[src/hdl/vc2tc_pkg.sv]
package vc2tc_pkg;
    localparam int TRACE_W = 128;
    localparam int ERR_W = 12;
    localparam int DEGRADE_INTERVAL_COUNT_W = 4;
    // N2 bit 1 is the byte's MSB; bits 1-2 carry the parity.
    localparam int N2_BIP_LSB = 6;
    localparam int N2_REI = 3;
    localparam int N2_OEI = 2;
    localparam int N2_ODI = 1;
    localparam int N2_RDI = 0;
    localparam logic [15:0] MF_FAS = 16'hFFFE;
    localparam logic [6:0] MF_LAST = 7'h4B;
    localparam logic [6:0] FAS_END = 7'h07;
    localparam logic [6:0] TTI_FIRST = 7'h08;
    localparam logic [6:0] TTI_LAST = 7'h47;
    localparam logic [6:0] RDI_POS = 7'h48;
    localparam logic [6:0] ODI_POS = 7'h49;
    localparam logic [2:0] DEF_PERSIST = 3'h5;
    localparam logic [1:0] TRACE_PERSIST = 2'h3;
    localparam logic TERMINATION_POINT_MODE_MON = 1'b1;
    localparam logic [ERR_W-1:0] ERR_MAX = 12'hFFF;
    localparam logic [ERR_W-1:0] ERR_RST = 12'h000;
    localparam logic [6:0] MF_POS_RST = 7'h00;
    localparam logic [1:0] BIP_RST = 2'h0;
endpackage : vc2tc_pkg

[src/hdl/vc2tc_monitor.sv]
`timescale 1ns/1ps
`default_nettype none

module vc2tc_persist #(
    parameter logic [2:0] N = vc2tc_pkg::DEF_PERSIST
) (
    input wire logic mclk,
    input wire logic rst_n,
    input wire logic sample,
    input wire logic value,
    output logic defect
);
    typedef struct packed {
        logic [2:0] cnt;
        logic def;
    } vc2tc_persist_t;
    vc2tc_persist_t s_r, s_nxt;

    always_comb begin
        s_nxt = s_r;
        if (sample) begin
            if (value == s_r.def) begin
                s_nxt.cnt = 3'h0;
            end else if (s_r.cnt == 3'(N - 3'h1)) begin
                s_nxt.def = value;
                s_nxt.cnt = 3'h0;
            end else begin
                s_nxt.cnt = 3'(s_r.cnt + 3'h1);
            end
        end
    end

    always_ff @(posedge mclk or negedge rst_n) begin
        if (!rst_n) begin
            s_r <= '0;
        end else begin
            s_r <= s_nxt;
        end
    end

    assign defect = s_r.def;
endmodule : vc2tc_persist

module vc2tc_monitor (
    input wire logic mclk,
    input wire logic rst_n,
    input wire logic [7:0] dataIn,
    input wire logic dataValid,
    input wire logic frameStart,
    input wire logic n2Strobe,
    input wire logic incomingServerFail,
    input wire logic oneSecond,
    input wire logic [vc2tc_pkg::TRACE_W-1:0] expectedTrace,
    input wire logic mismatchDetectDisable,
    input wire logic serverFailReportEnable,
    input wire logic remoteDefectReportEnable,
    input wire logic outgoingDefectReportEnable,
    input wire logic [vc2tc_pkg::DEGRADE_INTERVAL_COUNT_W-1:0] degradeIntervalCount,
    input wire logic [vc2tc_pkg::ERR_W-1:0] degradeThreshold,
    input wire logic terminationPointMode,
    output logic [7:0] dataOut,
    output logic dataValidOut,
    output logic frameStartOut,
    output logic n2StrobeOut,
    output logic trailFailOut,
    output logic trailDegradeOut,
    output logic unequippedReport,
    output logic lossReport,
    output logic mismatchReport,
    output logic degradeReport,
    output logic serverFailReport,
    output logic remoteDefectReport,
    output logic outgoingDefectReport,
    output logic [vc2tc_pkg::TRACE_W-1:0] acceptedTrace,
    output logic [vc2tc_pkg::ERR_W-1:0] nearBlockErrSum,
    output logic [vc2tc_pkg::ERR_W-1:0] farBlockErrSum,
    output logic [vc2tc_pkg::ERR_W-1:0] outFarBlockErrSum,
    output logic nearDefectSec,
    output logic farDefectSec,
    output logic outFarDefectSec
);
    localparam int TW = vc2tc_pkg::TRACE_W;
    localparam int EW = vc2tc_pkg::ERR_W;

    typedef struct packed {
        logic [7:0] dOut;
        logic dValOut, fsOut, n2Out;
        logic bipArm, bipPrevOk;
        logic [1:0] bipAcc, bipPrev;
        logic [15:0] mfShift;
        logic [6:0] mfPos;
        logic inMf, fasErr;
        logic [TW-1:0] traceShift, traceCand, accepted;
        logic [1:0] traceCnt;
        logic acceptedOk, timDefect;
        logic [EW-1:0] secNear, secFar, secOut, pmNear, pmFar, pmOut;
        logic secNearDs, secFarDs, secOutDs, pmNearDs, pmFarDs, pmOutDs;
        logic [vc2tc_pkg::DEGRADE_INTERVAL_COUNT_W-1:0] degBad, degGood;
        logic degDefect, trailFail, trailDeg;
        logic rUneq, rLoss, rTim, rDeg, rSsf, rRdi, rOdi;
    } vc2tc_state_t;
    vc2tc_state_t s_r, s_nxt;

    function automatic logic [EW-1:0] satInc(input logic [EW-1:0] v, input logic inc);
        satInc = (inc && v != vc2tc_pkg::ERR_MAX) ? EW'(v + 12'h001) : v;
    endfunction : satInc

    logic n2Byte, nearErr, farErr, outErr, uneqDef, rdiDef, odiDef, mon;
    logic [15:0] shiftNew;
    logic [6:0] posNext;
    logic [1:0] bipByte;
    logic [TW-1:0] traceNew;
    logic [EW-1:0] nearNow;

    assign n2Byte = dataValid & n2Strobe;
    assign bipByte = {dataIn[7] ^ dataIn[5] ^ dataIn[3] ^ dataIn[1],
                      dataIn[6] ^ dataIn[4] ^ dataIn[2] ^ dataIn[0]};
    assign nearErr = n2Byte & s_r.bipPrevOk
        & (dataIn[vc2tc_pkg::N2_BIP_LSB +: 2] != s_r.bipPrev);
    assign farErr = n2Byte & dataIn[vc2tc_pkg::N2_REI];
    assign outErr = n2Byte & dataIn[vc2tc_pkg::N2_OEI];
    assign shiftNew = {s_r.mfShift[13:0], dataIn[1:0]};
    assign posNext = (s_r.mfPos == vc2tc_pkg::MF_LAST) ? 7'h00 : 7'(s_r.mfPos + 7'h01);
    assign traceNew = {s_r.traceShift[TW-3:0], dataIn[1:0]};
    assign nearNow = satInc(s_r.secNear, nearErr);
    assign mon = terminationPointMode == vc2tc_pkg::TERMINATION_POINT_MODE_MON;

    vc2tc_persist #(.N(vc2tc_pkg::DEF_PERSIST)) uUneq (
        .mclk(mclk), .rst_n(rst_n), .sample(n2Byte), .value(dataIn == 8'h00),
        .defect(uneqDef));
    vc2tc_persist #(.N(vc2tc_pkg::DEF_PERSIST)) uRdi (
        .mclk(mclk), .rst_n(rst_n),
        .sample(n2Byte & s_r.inMf & (posNext == vc2tc_pkg::RDI_POS)),
        .value(dataIn[vc2tc_pkg::N2_RDI]), .defect(rdiDef));
    vc2tc_persist #(.N(vc2tc_pkg::DEF_PERSIST)) uOdi (
        .mclk(mclk), .rst_n(rst_n),
        .sample(n2Byte & s_r.inMf & (posNext == vc2tc_pkg::ODI_POS)),
        .value(dataIn[vc2tc_pkg::N2_ODI]), .defect(odiDef));

    always_comb begin
        s_nxt = s_r;
        s_nxt.dOut = dataIn;
        s_nxt.dValOut = dataValid;
        s_nxt.fsOut = dataValid & frameStart;
        s_nxt.n2Out = n2Byte;
        if (dataValid && frameStart) begin
            s_nxt.bipPrev = s_r.bipAcc;
            s_nxt.bipPrevOk = s_r.bipArm;
            s_nxt.bipArm = 1'b1;
            s_nxt.bipAcc = bipByte;
        end else if (dataValid) begin
            s_nxt.bipAcc = s_r.bipAcc ^ bipByte;
        end
        if (n2Byte) begin
            s_nxt.mfShift = shiftNew;
            if (s_r.inMf) begin
                s_nxt.mfPos = posNext;
                if (posNext == vc2tc_pkg::FAS_END) begin
                    s_nxt.fasErr = shiftNew != vc2tc_pkg::MF_FAS;
                    if (s_nxt.fasErr && s_r.fasErr) begin
                        s_nxt.inMf = 1'b0;
                    end
                end
                if (posNext >= vc2tc_pkg::TTI_FIRST && posNext <= vc2tc_pkg::TTI_LAST) begin
                    s_nxt.traceShift = traceNew;
                end
                if (posNext == vc2tc_pkg::TTI_LAST) begin
                    if (traceNew == s_r.traceCand) begin
                        if (s_r.traceCnt == 2'(vc2tc_pkg::TRACE_PERSIST - 2'h1)) begin
                            s_nxt.accepted = traceNew;
                            s_nxt.acceptedOk = 1'b1;
                        end else begin
                            s_nxt.traceCnt = 2'(s_r.traceCnt + 2'h1);
                        end
                    end else begin
                        s_nxt.traceCand = traceNew;
                        s_nxt.traceCnt = 2'h1;
                    end
                end
            end else if (shiftNew == vc2tc_pkg::MF_FAS) begin
                s_nxt.inMf = 1'b1;
                s_nxt.fasErr = 1'b0;
                s_nxt.mfPos = vc2tc_pkg::FAS_END;
            end else begin
                s_nxt.mfPos = posNext;
            end
        end
        s_nxt.timDefect = s_r.acceptedOk & ~mismatchDetectDisable & ~incomingServerFail
            & (s_r.accepted != expectedTrace);
        if (oneSecond) begin
            s_nxt.pmNear = nearNow;
            s_nxt.pmFar = satInc(s_r.secFar, farErr);
            s_nxt.pmOut = satInc(s_r.secOut, outErr);
            s_nxt.pmNearDs = s_r.secNearDs | s_r.trailFail;
            s_nxt.pmFarDs = s_r.secFarDs | rdiDef;
            s_nxt.pmOutDs = s_r.secOutDs | odiDef;
            s_nxt.secNear = vc2tc_pkg::ERR_RST;
            s_nxt.secFar = vc2tc_pkg::ERR_RST;
            s_nxt.secOut = vc2tc_pkg::ERR_RST;
            {s_nxt.secNearDs, s_nxt.secFarDs, s_nxt.secOutDs} = 3'h0;
            if (nearNow > degradeThreshold) begin
                s_nxt.degGood = '0;
                if (4'(s_r.degBad + 4'h1) >= degradeIntervalCount) begin
                    s_nxt.degDefect = 1'b1;
                end else begin
                    s_nxt.degBad = 4'(s_r.degBad + 4'h1);
                end
            end else begin
                s_nxt.degBad = '0;
                if (4'(s_r.degGood + 4'h1) >= degradeIntervalCount) begin
                    s_nxt.degDefect = 1'b0;
                end else begin
                    s_nxt.degGood = 4'(s_r.degGood + 4'h1);
                end
            end
        end else begin
            s_nxt.secNear = nearNow;
            s_nxt.secFar = satInc(s_r.secFar, farErr);
            s_nxt.secOut = satInc(s_r.secOut, outErr);
            s_nxt.secNearDs = s_r.secNearDs | s_r.trailFail;
            s_nxt.secFarDs = s_r.secFarDs | rdiDef;
            s_nxt.secOutDs = s_r.secOutDs | odiDef;
        end
        s_nxt.trailFail = incomingServerFail | uneqDef | s_r.timDefect | ~s_r.inMf;
        s_nxt.trailDeg = s_r.degDefect;
        s_nxt.rUneq = mon & uneqDef;
        s_nxt.rLoss = mon & ~uneqDef & ~s_r.inMf;
        s_nxt.rTim = mon & ~uneqDef & s_r.inMf & s_r.timDefect;
        s_nxt.rDeg = mon & ~s_r.timDefect & s_r.inMf & s_r.degDefect;
        s_nxt.rSsf = mon & incomingServerFail & serverFailReportEnable;
        s_nxt.rRdi = mon & ~uneqDef & ~s_r.timDefect & s_r.inMf & rdiDef
            & remoteDefectReportEnable;
        s_nxt.rOdi = mon & ~uneqDef & ~s_r.timDefect & s_r.inMf & odiDef
            & outgoingDefectReportEnable;
    end

    always_ff @(posedge mclk or negedge rst_n) begin
        if (!rst_n) begin
            s_r <= '0;
        end else begin
            s_r <= s_nxt;
        end
    end

    assign dataOut = s_r.dOut;
    assign dataValidOut = s_r.dValOut;
    assign frameStartOut = s_r.fsOut;
    assign n2StrobeOut = s_r.n2Out;
    assign trailFailOut = s_r.trailFail;
    assign trailDegradeOut = s_r.trailDeg;
    assign unequippedReport = s_r.rUneq;
    assign lossReport = s_r.rLoss;
    assign mismatchReport = s_r.rTim;
    assign degradeReport = s_r.rDeg;
    assign serverFailReport = s_r.rSsf;
    assign remoteDefectReport = s_r.rRdi;
    assign outgoingDefectReport = s_r.rOdi;
    assign acceptedTrace = s_r.accepted;
    assign nearBlockErrSum = s_r.pmNear;
    assign farBlockErrSum = s_r.pmFar;
    assign outFarBlockErrSum = s_r.pmOut;
    assign nearDefectSec = s_r.pmNearDs;
    assign farDefectSec = s_r.pmFarDs;
    assign outFarDefectSec = s_r.pmOutDs;
endmodule : vc2tc_monitor

`default_nettype wire

[config.mk]
export PLATFORM = sky130hd
export DESIGN_NAME = vc2tc_monitor
export DESIGN_NICKNAME = d
export VERILOG_FILES = /design/src/hdl/vc2tc_pkg.sv /design/src/hdl/vc2tc_monitor.sv
export SDC_FILE = /design/constraint.sdc
export NUM_CORES = 1
export LEC_CHECK = 0
export BUFFER_PORTS_ARGS = -buffer_cell sky130_fd_sc_hd__buf_2
export CORE_UTILIZATION = 45
export DETAILED_ROUTE_END_ITERATION = 16
export PLACE_DENSITY = 0.66
export SETUP_SLACK_MARGIN = 0.1
export SYNTH_ARGS = -nofsm -noshare
export SYNTH_HDL_FRONTEND = slang
export SYNTH_SLANG_ARGS = --single-unit
[constraint.sdc]
create_clock -name mclk -period 3.57 [get_ports mclk]
set_clock_uncertainty 0.2 [all_clocks]
set_input_delay 0.1785 -clock mclk [delete_from_list [all_inputs] [get_ports mclk]]
set_output_delay 0.1785 -clock mclk [all_outputs]
set_load 0.005 [all_outputs]
==> metrics.cfg, run 1 <==
[status]
status = finished, final reports clean

[critical_path]
crit_fanout = 5
critPathBufInv = 2
crit_type = reg2reg
worstSetupStartpointType = register
cpMaxStageDelayCell = dfrtp_1
crit_path_cell_trace = and4_4 > nand3_4 > o2111ai_4 > buf_6 > nor4_2 > xnor2_1 > inv_1 > ha_1 > a21o_1 > a21oi_2 > nand2_1 > o21a_2 > and3_4 > mux2_2
critPathRequiredTime_ns = 3.87
crit_path_max_incr_delay_ns = 0.41
end_kind = register
critPathArrivalTime_ns = 3.67
crit_family = compound AO/OA/AOI/OAI gates

[timing]
fin_crit_sh_pct = 94.4
hold_viol_final = 0
worst_pin_slew_ns = 0.792
hold_ws_ns = 0.0789
setup_violations = 0
fin_crit_ns = 3.37
fmax_mhz = 297
final_max_slew_viol_count = 0
finalSetupTns_ns = 0
rsz0062_at_grt = false
maxSlewHeadroom_pct = 47.2

[place]
place_area_mm2 = 0.0271
gp_congestion = 0.851
dp_hpwl_mm = 50.0
placement.io_buffers = 350

[global_routing]
grt_pass1_vias = 16300
overflow = 0
grt_max_degree = 94
grt_first_pass_wirelength_mm = 101
grt_use_total_pct = 23.7
antenna_found_initial = 4

[power]
p_leak_nw = 15.3
powerDensity_mw_per_mm2 = 465
irDropWorstVdd_mv = 0.394
switchingPower_mw = 3.20
intPower_mw = 10.7
sw_frac_of_total_pct = 23.1
p_comb_share_pct = 7.4
clockPowerShare_pct = 47.0
seq_power_share_pct = 45.5

[routing]
vias_per_cell = 5.21
drtPass1Iterations = 5
wl_per_cell_um = 21.9
drtIter0Drc = 1108
postRouteAntennaNets = 0
wirelength_mm = 68.0
vias = 16200
drcViolationCount = 0

[floorplanning]
rows = 86
ioPinCount = 351
core_mm2 = 0.0556
die_width_um = 240
dieArea_mm2 = 0.0578
start_util_pct = 45.9
die_h_um = 240

[logic_synthesis]
synthesis.nets = 2248
synth_top_area_share_pct = 52.3
syn_inst = 2048
synth.avg_cell_area_um2 = 12.5
synth_warnings = 0
netlist_area_mm2 = 0.0256
ys_top_cells_by_area = dfrtp_1 (52%), mux2_2 (15%), xnor2_1 (5.8%), buf_4 (5.4%), xor2_1 (4.4%)
synthArstFlopShare_pct = 100
synth_top_area_cell = dfrtp_1
ys_seq_elements = 534
synthFlopType = dfrtp_1
synth-seq-area-share_pct = 52.3
synth_edf_count = 0
yosysUniqueCellTypes = 52

[finish]
seq_area_mm2 = 0.0134
layout_common_cells = dfrtp_1 (534), buf_2 (348), mux2_2 (346)
multi_input_area_mm2 = 0.0105
drive_gt1_share_pct = 40.2
fin_area_mm2 = 0.0298
mostFrequentLayoutCell = dfrtp_1
fillers = 4738
syn_to_final_growth_pct = 16.7
final_nets = 2516

[clock_tree]
insertion_delay_ns = 0.63
cts_tree = yes
cts_max_level = 2
cts_sinks = 534
root_buffer = clkbuf_16
clk_pin_slew_ns = 0.06
cts_buffer_depth = 3
cts_buffers = 57

[min_path]
worstHoldPathType = in2reg

[run]
drv_cap = 0

logic make-up after synthesis:
| group | share of synthesized area, % |
|---|---|
| and+or+nand+nor | 7.20 |
| DFF | 52.3 |
| xor gates and xnor gates | 10.2 |
| AOI/OAI and AO/OA | 2.96 |
| buffers and inverters | 7.65 |
| muxes | 18.0 |
| adders and majority gates | 1.76 |
Yosys cell counts (2+ instances only):
| cell | number |
|---|---|
| o21ai_0 | 31 |
| and2_1 | 3 |
| buf_12 | 4 |
| buf_6 | 10 |
| nand3b_1 | 2 |
| nand2b_1 | 8 |
| ha_1 | 36 |
| o21ai_1 | 2 |
| mux2_1 | 3 |
| and4b_1 | 2 |
| o31ai_1 | 2 |
| and3_1 | 13 |
| o21a_1 | 2 |
| o311ai_2 | 2 |
| o22ai_1 | 4 |
| a21oi_1 | 50 |
| o2bb2ai_1 | 2 |
| a22o_1 | 8 |
| buf_4 | 183 |
| a21o_1 | 9 |
| clkbuf_1 | 23 |
| and4_1 | 4 |
| inv_1 | 57 |
| nand3_1 | 26 |
| mux2_4 | 40 |
| nor2_1 | 104 |
| xnor2_1 | 169 |
| nor4_1 | 44 |
| dfrtp_1 | 534 |
| nor3_1 | 6 |
| or2_2 | 3 |
| mux2i_1 | 5 |
| nand4_1 | 55 |
| nor3b_1 | 5 |
| a221oi_1 | 3 |
| nor2b_1 | 3 |
| mux2_2 | 347 |
| buf_2 | 14 |
| xor2_1 | 128 |
| a32o_1 | 3 |
| nand2_1 | 88 |
state kept, by name (all words and copies together), names as in the netlist, 3 cells and up:
register and count:
s_r 334, nearBlockErrSum 12, uUneq.s_r 3, outFarBlockErrSum 12, farBlockErrSum 12, acceptedTrace 128
uRdi.s_r 3, dataOut 8, uOdi.s_r 3
per-layer routing:
layer / track usage (%) / vias up / share of wire (%)
met4: 7.06 / 0 / 2.7
met2: 36.7 / 385 / 46
met3: 3.44 / 105 / 4.2
met1: 34.3 / 8314 / 47
met5: 0 / - / 0
li1: - / 7387 / -
final timing paths:
path / slack [ns] / start / endpoint / cells past startpoint
max: 0.20 / s_r[93] / s_r[14] / 14
min: 0.08 / dataIn[5] / dataOut[5] / 2
max reg2reg: 0.20 / s_r[93] / s_r[14] / 14
min reg2reg: 0.27 / s_r[97] / s_r[97] / 1
max in group asynchronous: 2.02 / rst_n / acceptedTrace[17] / 4
min in group asynchronous: 0.39 / rst_n / acceptedTrace[4] / 3
area by class of cell:
class                           instances  area share, %
Sequential cell                       534           44.8
Multi-Input combinational cell       1221           35.2
Timing Repair Buffer                  444           9.04
Clock buffer                           81           5.59
Tap cell                              748           3.14
Clock inverter                         23           1.48
Inverter                               58          0.730
Antenna cell                            1        0.00839
power groups by stage:
stage               registers [mW]  logic [mW]  clock network [mW]
floorplan                     6.39       0.569                   0
global placement              6.41       0.938                   0
detailed placement            6.42       0.970                   0
CTS                           6.31        1.00                6.66
global route                  6.33        1.16                6.90
finish                        6.32        1.03                6.53
timing repair:
item                                    CTS  global route
gates resized for setup                   5            43
endpoints found under the hold margin   585             0
pin swaps                                 1            17
hold buffers                             25             0
setup buffers                             3             8
endpoints found under the setup margin    7             9
metrics by stage:
stage	power, mW	setup slack (ns)	std cells	util [%]
2_1_floorplan	6.95	0.175	2048	-
3_3_place_gp	7.35	0.0613	2969	48.8
3_5_place_dp	7.39	-0.0470	2969	48.8
4_1_cts	14.0	0.107	3101	53.1
5_1_grt	14.4	0.0368	3110	53.6
6_report	13.9	0.199	3110	53.6
No activity file was read; power rests on OpenSTA's default activity.
==> run 2: changes to the inputs <==
RECOVER_POWER = 100   (was default)
==> run 2 against run 1 <==
- the flow now finishes with violations (max-capacitance violations, max-slew violations)
- utilization fell by 0.36 points
- critical path type unchanged
- first-iteration DRC count fell by 2.9%
- register-to-register slack got worse by 0.04 ns
- cell count barely moved
- sequential cell count did not move
- global-route usage did not move
- critical endpoint unchanged
==> metrics.cfg, run 2 (synthesized netlist as in run 1, its figures left out) <==
[critical_path]
crit_path_max_incr_delay_ns = 0.41
crit_path_cell_trace = and4_1 > nand3_4 > o2111ai_4 > buf_6 > nor4_2 > xnor2_1 > inv_1 > ha_1 > a21o_1 > a21oi_2 > nand2_1 > o21a_2 > and3_4 > mux2_2
critPathBufInv = 2
crit_type = reg2reg
cpMaxStageDelayCell = dfrtp_1
endpoint = s_r[14]
critPathArrivalTime_ns = 3.70
reg2reg_from = s_r[93]
end_kind = register
r2r_end = s_r[14]
crit_fanout = 5
critPathRequiredTime_ns = 3.86
critical_path.startpoint = s_r[93]
ff2ff_setup_slack_ns = 0.16
worstSetupStartpointType = register
crit_family = compound AO/OA/AOI/OAI gates
worst-path-stages = 14
rr_worst_depth = 14

[global_routing]
grt_pass1_vias = 16300
grt_use_total_pct = 23.7
overflow = 0
antenna_found_initial = 4
grt_first_pass_wirelength_mm = 101
grt_max_degree = 94

[run]
drv_cap = 2

[finish]
final_nets = 2516
regMostFlops = s_r
multi_input_area_mm2 = 0.0105
fillers = 4811
syn_to_final_growth_pct = 15.9
mostFrequentLayoutCell = dfrtp_1
layout_common_cells = dfrtp_1 (534), mux2_2 (346), buf_2 (234)
seq_area_mm2 = 0.0134
drive_gt1_share_pct = 35.2
largest_reg_flops = 334

[routing]
postRouteAntennaNets = 0
wirelength_mm = 68.0
wl_per_cell_um = 21.9
vias_per_cell = 5.22
drtIter0Drc = 1076
drtPass1Iterations = 5
vias = 16200
drcViolationCount = 0

[floorplanning]
ioPinCount = 351
core_mm2 = 0.0556
rows = 86
die_width_um = 240
die_h_um = 240
start_util_pct = 45.9
dieArea_mm2 = 0.0578

[power]
irDropWorstVdd_mv = 0.395
powerDensity_mw_per_mm2 = 468
p_leak_nw = 14.8
total_power_mw = 13.9

[clock_tree]
insertion_delay_ns = 0.62
cts_max_level = 2
cts_buffers = 57
clk_pin_slew_ns = 0.06
cts_buffer_depth = 3
cts_tree = yes
cts_sinks = 534
root_buffer = clkbuf_16

[timing]
finalSetupTns_ns = 0
setup_violations = 0
fmax_mhz = 294
worst_pin_slew_ns = 1.77
hold_viol_final = 0
maxSlewHeadroom_pct = -18.1
final_max_slew_viol_count = 97
finalWorstSetupSlack_ns = 0.163
fin_crit_sh_pct = 95.4
fin_crit_ns = 3.41

[status]
status = complete, but fails checks
violations = max-capacitance violations, max-slew violations

[place]
gp_congestion = 0.851
dp_hpwl_mm = 50.0
placement.io_buffers = 350
post-place-ws_ns = -0.0470

[min_path]
worstHoldPathType = in2reg

run 2: cell count changes in the layout (fill, tap and decap cells not counted), sizes merged:
cell / change
buf: -119
clkbuf: +119
diode: +2
run 2: timing repair:
item | 4_1_cts | 5_1_grt
setup buffers | 3 | 8
endpoints found under the hold margin | 585 | 0
endpoints found under the setup margin | 7 | 9
pin swaps | 1 | 17
hold buffers | 25 | 0
gates resized for setup | 5 | 43
run 2: layout make-up:
| class | instances | area share (%) |
|---|---|---|
| clock inverter | 23 | 1.49 |
| multi-input combinational | 1221 | 35.4 |
| clock buffer | 81 | 5.63 |
| sequential | 534 | 45.1 |
| tap | 748 | 3.16 |
| timing repair buffer | 444 | 8.41 |
| antenna | 3 | 0.0254 |
| inverter | 58 | 0.735 |
run 2: how the worst min path moves through the flow:
stage	from	end	slack [ns]	cells after the start
2_1_floorplan	rst_n	acceptedTrace[0]	-0.32	0
3_3_place_gp	rst_n	s_r[81]	0.03	1
3_5_place_dp	rst_n	s_r[81]	0.03	1
4_1_cts	dataIn[4]	dataOut[4]	0.03	2
5_1_grt	dataIn[4]	dataOut[4]	0.09	2
6_report	dataIn[5]	dataOut[5]	0.11	2
run 2: layer usage:
layer	track usage, %	part of all wire [%]
met1	34.3	46
met2	36.7	46
met3	3.44	5.3
met4	7.06	2.9
met5	0	0
run 2: metrics by stage:
stage / area [um2] / utilization, % / cells / hold slack [ns]
global route: 29600 / 53.2 / 3111 / 0.0916
CTS: 29500 / 53.1 / 3101 / 0.0292
floorplan: 25600 / - / 2048 / -0.317
detailed placement: 27100 / 48.8 / 2969 / 0.0278
finish: 29600 / 53.2 / 3112 / 0.115
global placement: 27100 / 48.8 / 2969 / 0.0272
run 2: report_power, final:
group,internal (mW),switching [mW]
logic,0.426,0.589
clock network,4.04,2.48
registers,6.19,0.128
total,10.7,3.20
==> run 3: changes to the inputs <==
CORE_ASPECT_RATIO = 2   (was default)
==> run 3 against run 2 <==
- the run still ends with max-capacitance violations, max-slew violations left
- critical endpoint is now s_r[10]
- combinational power is essentially flat
- maximum frequency shrank 1.2%
- clock-buffer cell count shrank 15
- worst setup slack worse by 0.041 ns
- wire length rose by 2.2%
- largest cell class unchanged
==> metrics.cfg, run 3 (synthesized netlist as in run 1, its figures left out) <==
[critical_path]
reg2reg_from = s_r[89]
crit_type = reg2reg
cpMaxStageDelayCell = dfrtp_1
rr_worst_depth = 17
crit_path_max_incr_delay_ns = 0.36
critPathArrivalTime_ns = 3.71
critPathRequiredTime_ns = 3.84
worstSetupStartpointType = register
crit_top_cell = buf_4
r2r_end = s_r[10]
worst-path-stages = 17
crit_path_cell_trace = and4_4 > nand2_4 > o2111ai_4 > nor2_1 > buf_4 > buf_4 > xnor2_4 > inv_2 > ha_4 > o21a_1 > o21ai_2 > a21oi_2 > o21ai_1 > buf_4 > buf_4 > and3_4 > mux2_2
crit_family = compound AO/OA/AOI/OAI gates
crit_fanout = 5
ff2ff_setup_slack_ns = 0.12
critPathBufInv = 5
end_kind = register

[status]
status = complete, but fails checks
violations = max-capacitance violations, max-slew violations

[place]
placement.io_buffers = 350
gp_congestion = 0.889
place_area_mm2 = 0.0274
dp_hpwl_mm = 52.7

[clock_tree]
cts_buffer_depth = 3
root_buffer = clkbuf_16
cts_sinks = 534
cts_max_level = 2
clk_pin_slew_ns = 0.07
cts_buffers = 49
cts_tree = yes
insertion_delay_ns = 0.60

[global_routing]
antenna_found_initial = 1
overflow = 0
grt_pass1_vias = 17000
grt_use_total_pct = 24.3
grt_max_degree = 102
grt_first_pass_wirelength_mm = 104

[min_path]
worstHoldPathType = in2reg
worstHoldStart = degradeIntervalCount[3]
hold_depth = 6
min_to = s_nxt[7]

[timing]
final_max_slew_viol_count = 98
fin_crit_ns = 3.45
maxSlewHeadroom_pct = -88.2
fin_crit_sh_pct = 96.6
rsz0062_at_grt = true
setup_violations = 0
worst_pin_slew_ns = 2.82
hold_viol_final = 0
fmax_mhz = 290

[power]
irDropWorstVdd_mv = 0.296
powerDensity_mw_per_mm2 = 437
p_leak_nw = 14.8
total_power_mw = 12.9

[finish]
layout_common_cells = dfrtp_1 (534), mux2_2 (346), buf_2 (243)
final_util_pct = 52.5
mostFrequentLayoutCell = dfrtp_1
syn_to_final_growth_pct = 15.3
drive_gt1_share_pct = 36.2
fin_area_mm2 = 0.0295
largest_reg_flops = 334
final_nets = 2541
regMostFlops = s_r

[routing]
drtPass1Iterations = 5
drtIter0Drc = 794
wl_per_cell_um = 22.2
postRouteAntennaNets = 0
vias_per_cell = 5.21
vias = 16300
wirelength_mm = 69.5
drcViolationCount = 0

[floorplanning]
rows = 123
ioPinCount = 351
start_util_pct = 45.5
die_width_um = 171
core_mm2 = 0.0562
die_h_um = 339
dieArea_mm2 = 0.0578

[run]
drv_cap = 1

-- run 3: worst max-delay path by stage --
stage | startpoint | endpoint | slack (ns)
after floorplan | s_r[87] | s_r[14] | 0.18
after global placement | s_r[89] | s_r[10] | -0.08
after detailed placement | s_r[87] | s_r[14] | -0.12
after CTS | s_r[94] | s_r[14] | 0.10
after global routing | s_r[89] | s_r[11] | -0.008
final | s_r[89] | s_r[10] | 0.12
-- run 3: worst reg2reg max path: cells and delay by family (launching register included) --
family | cells | cell delay (ns)
adders and majority gates | 1 | 0.26
and+or+nand+nor | 4 | 0.64
DFF | 1 | 0.36
AOI/OAI and AO/OA | 5 | 0.81
buffers and inverters | 5 | 0.67
muxes | 1 | 0.25
xor gates and xnor gates | 1 | 0.14
-- run 3: report_power, final --
group	internal [mW]	switching, mW
clock	3.11	2.45
combinational	0.429	0.589
sequential	6.19	0.127
-- run 3: repair_timing --
action                     4_1_cts  5_1_grt
setup endpoints to repair        7        8
hold endpoints to repair       180        0
hold buffers                    23        0
pin swaps                        7       25
gates resized for setup         23       30
buffers inserted                 5        7
-- run 3: metal layers --
layer	GRT usage, %	wire, um	vias up
met5	0	0	-
met4	13.9	4540	0
met3	2.99	2580	131
met2	44.0	36500	451
met1	27.0	25900	8326
li1	-	-	7422
-- run 3: cell type report --
type                       instances  area, um2
inverter                          58        218
timing repair buffer             477       2740
fill                            4997      26700
clock buffer                      66       1450
clock inverter                    25        263
sequential                       534      13400
multi-input combinational       1221      10500
tap                              750        938
antenna                            1       2.50
-- run 3: per-stage QoR --
step                worst slack, ns  cells  setup TNS (ns)  hold WS, ns
floorplan                     0.175   2048               0       -0.317
global placement            -0.0800   3006          -0.248       0.0829
detailed placement           -0.122   3006          -0.512       0.0928
CTS                           0.105   3125               0       0.0283
global route               -0.00840   3131         -0.0103        0.119
finish                        0.122   3132               0       0.0658
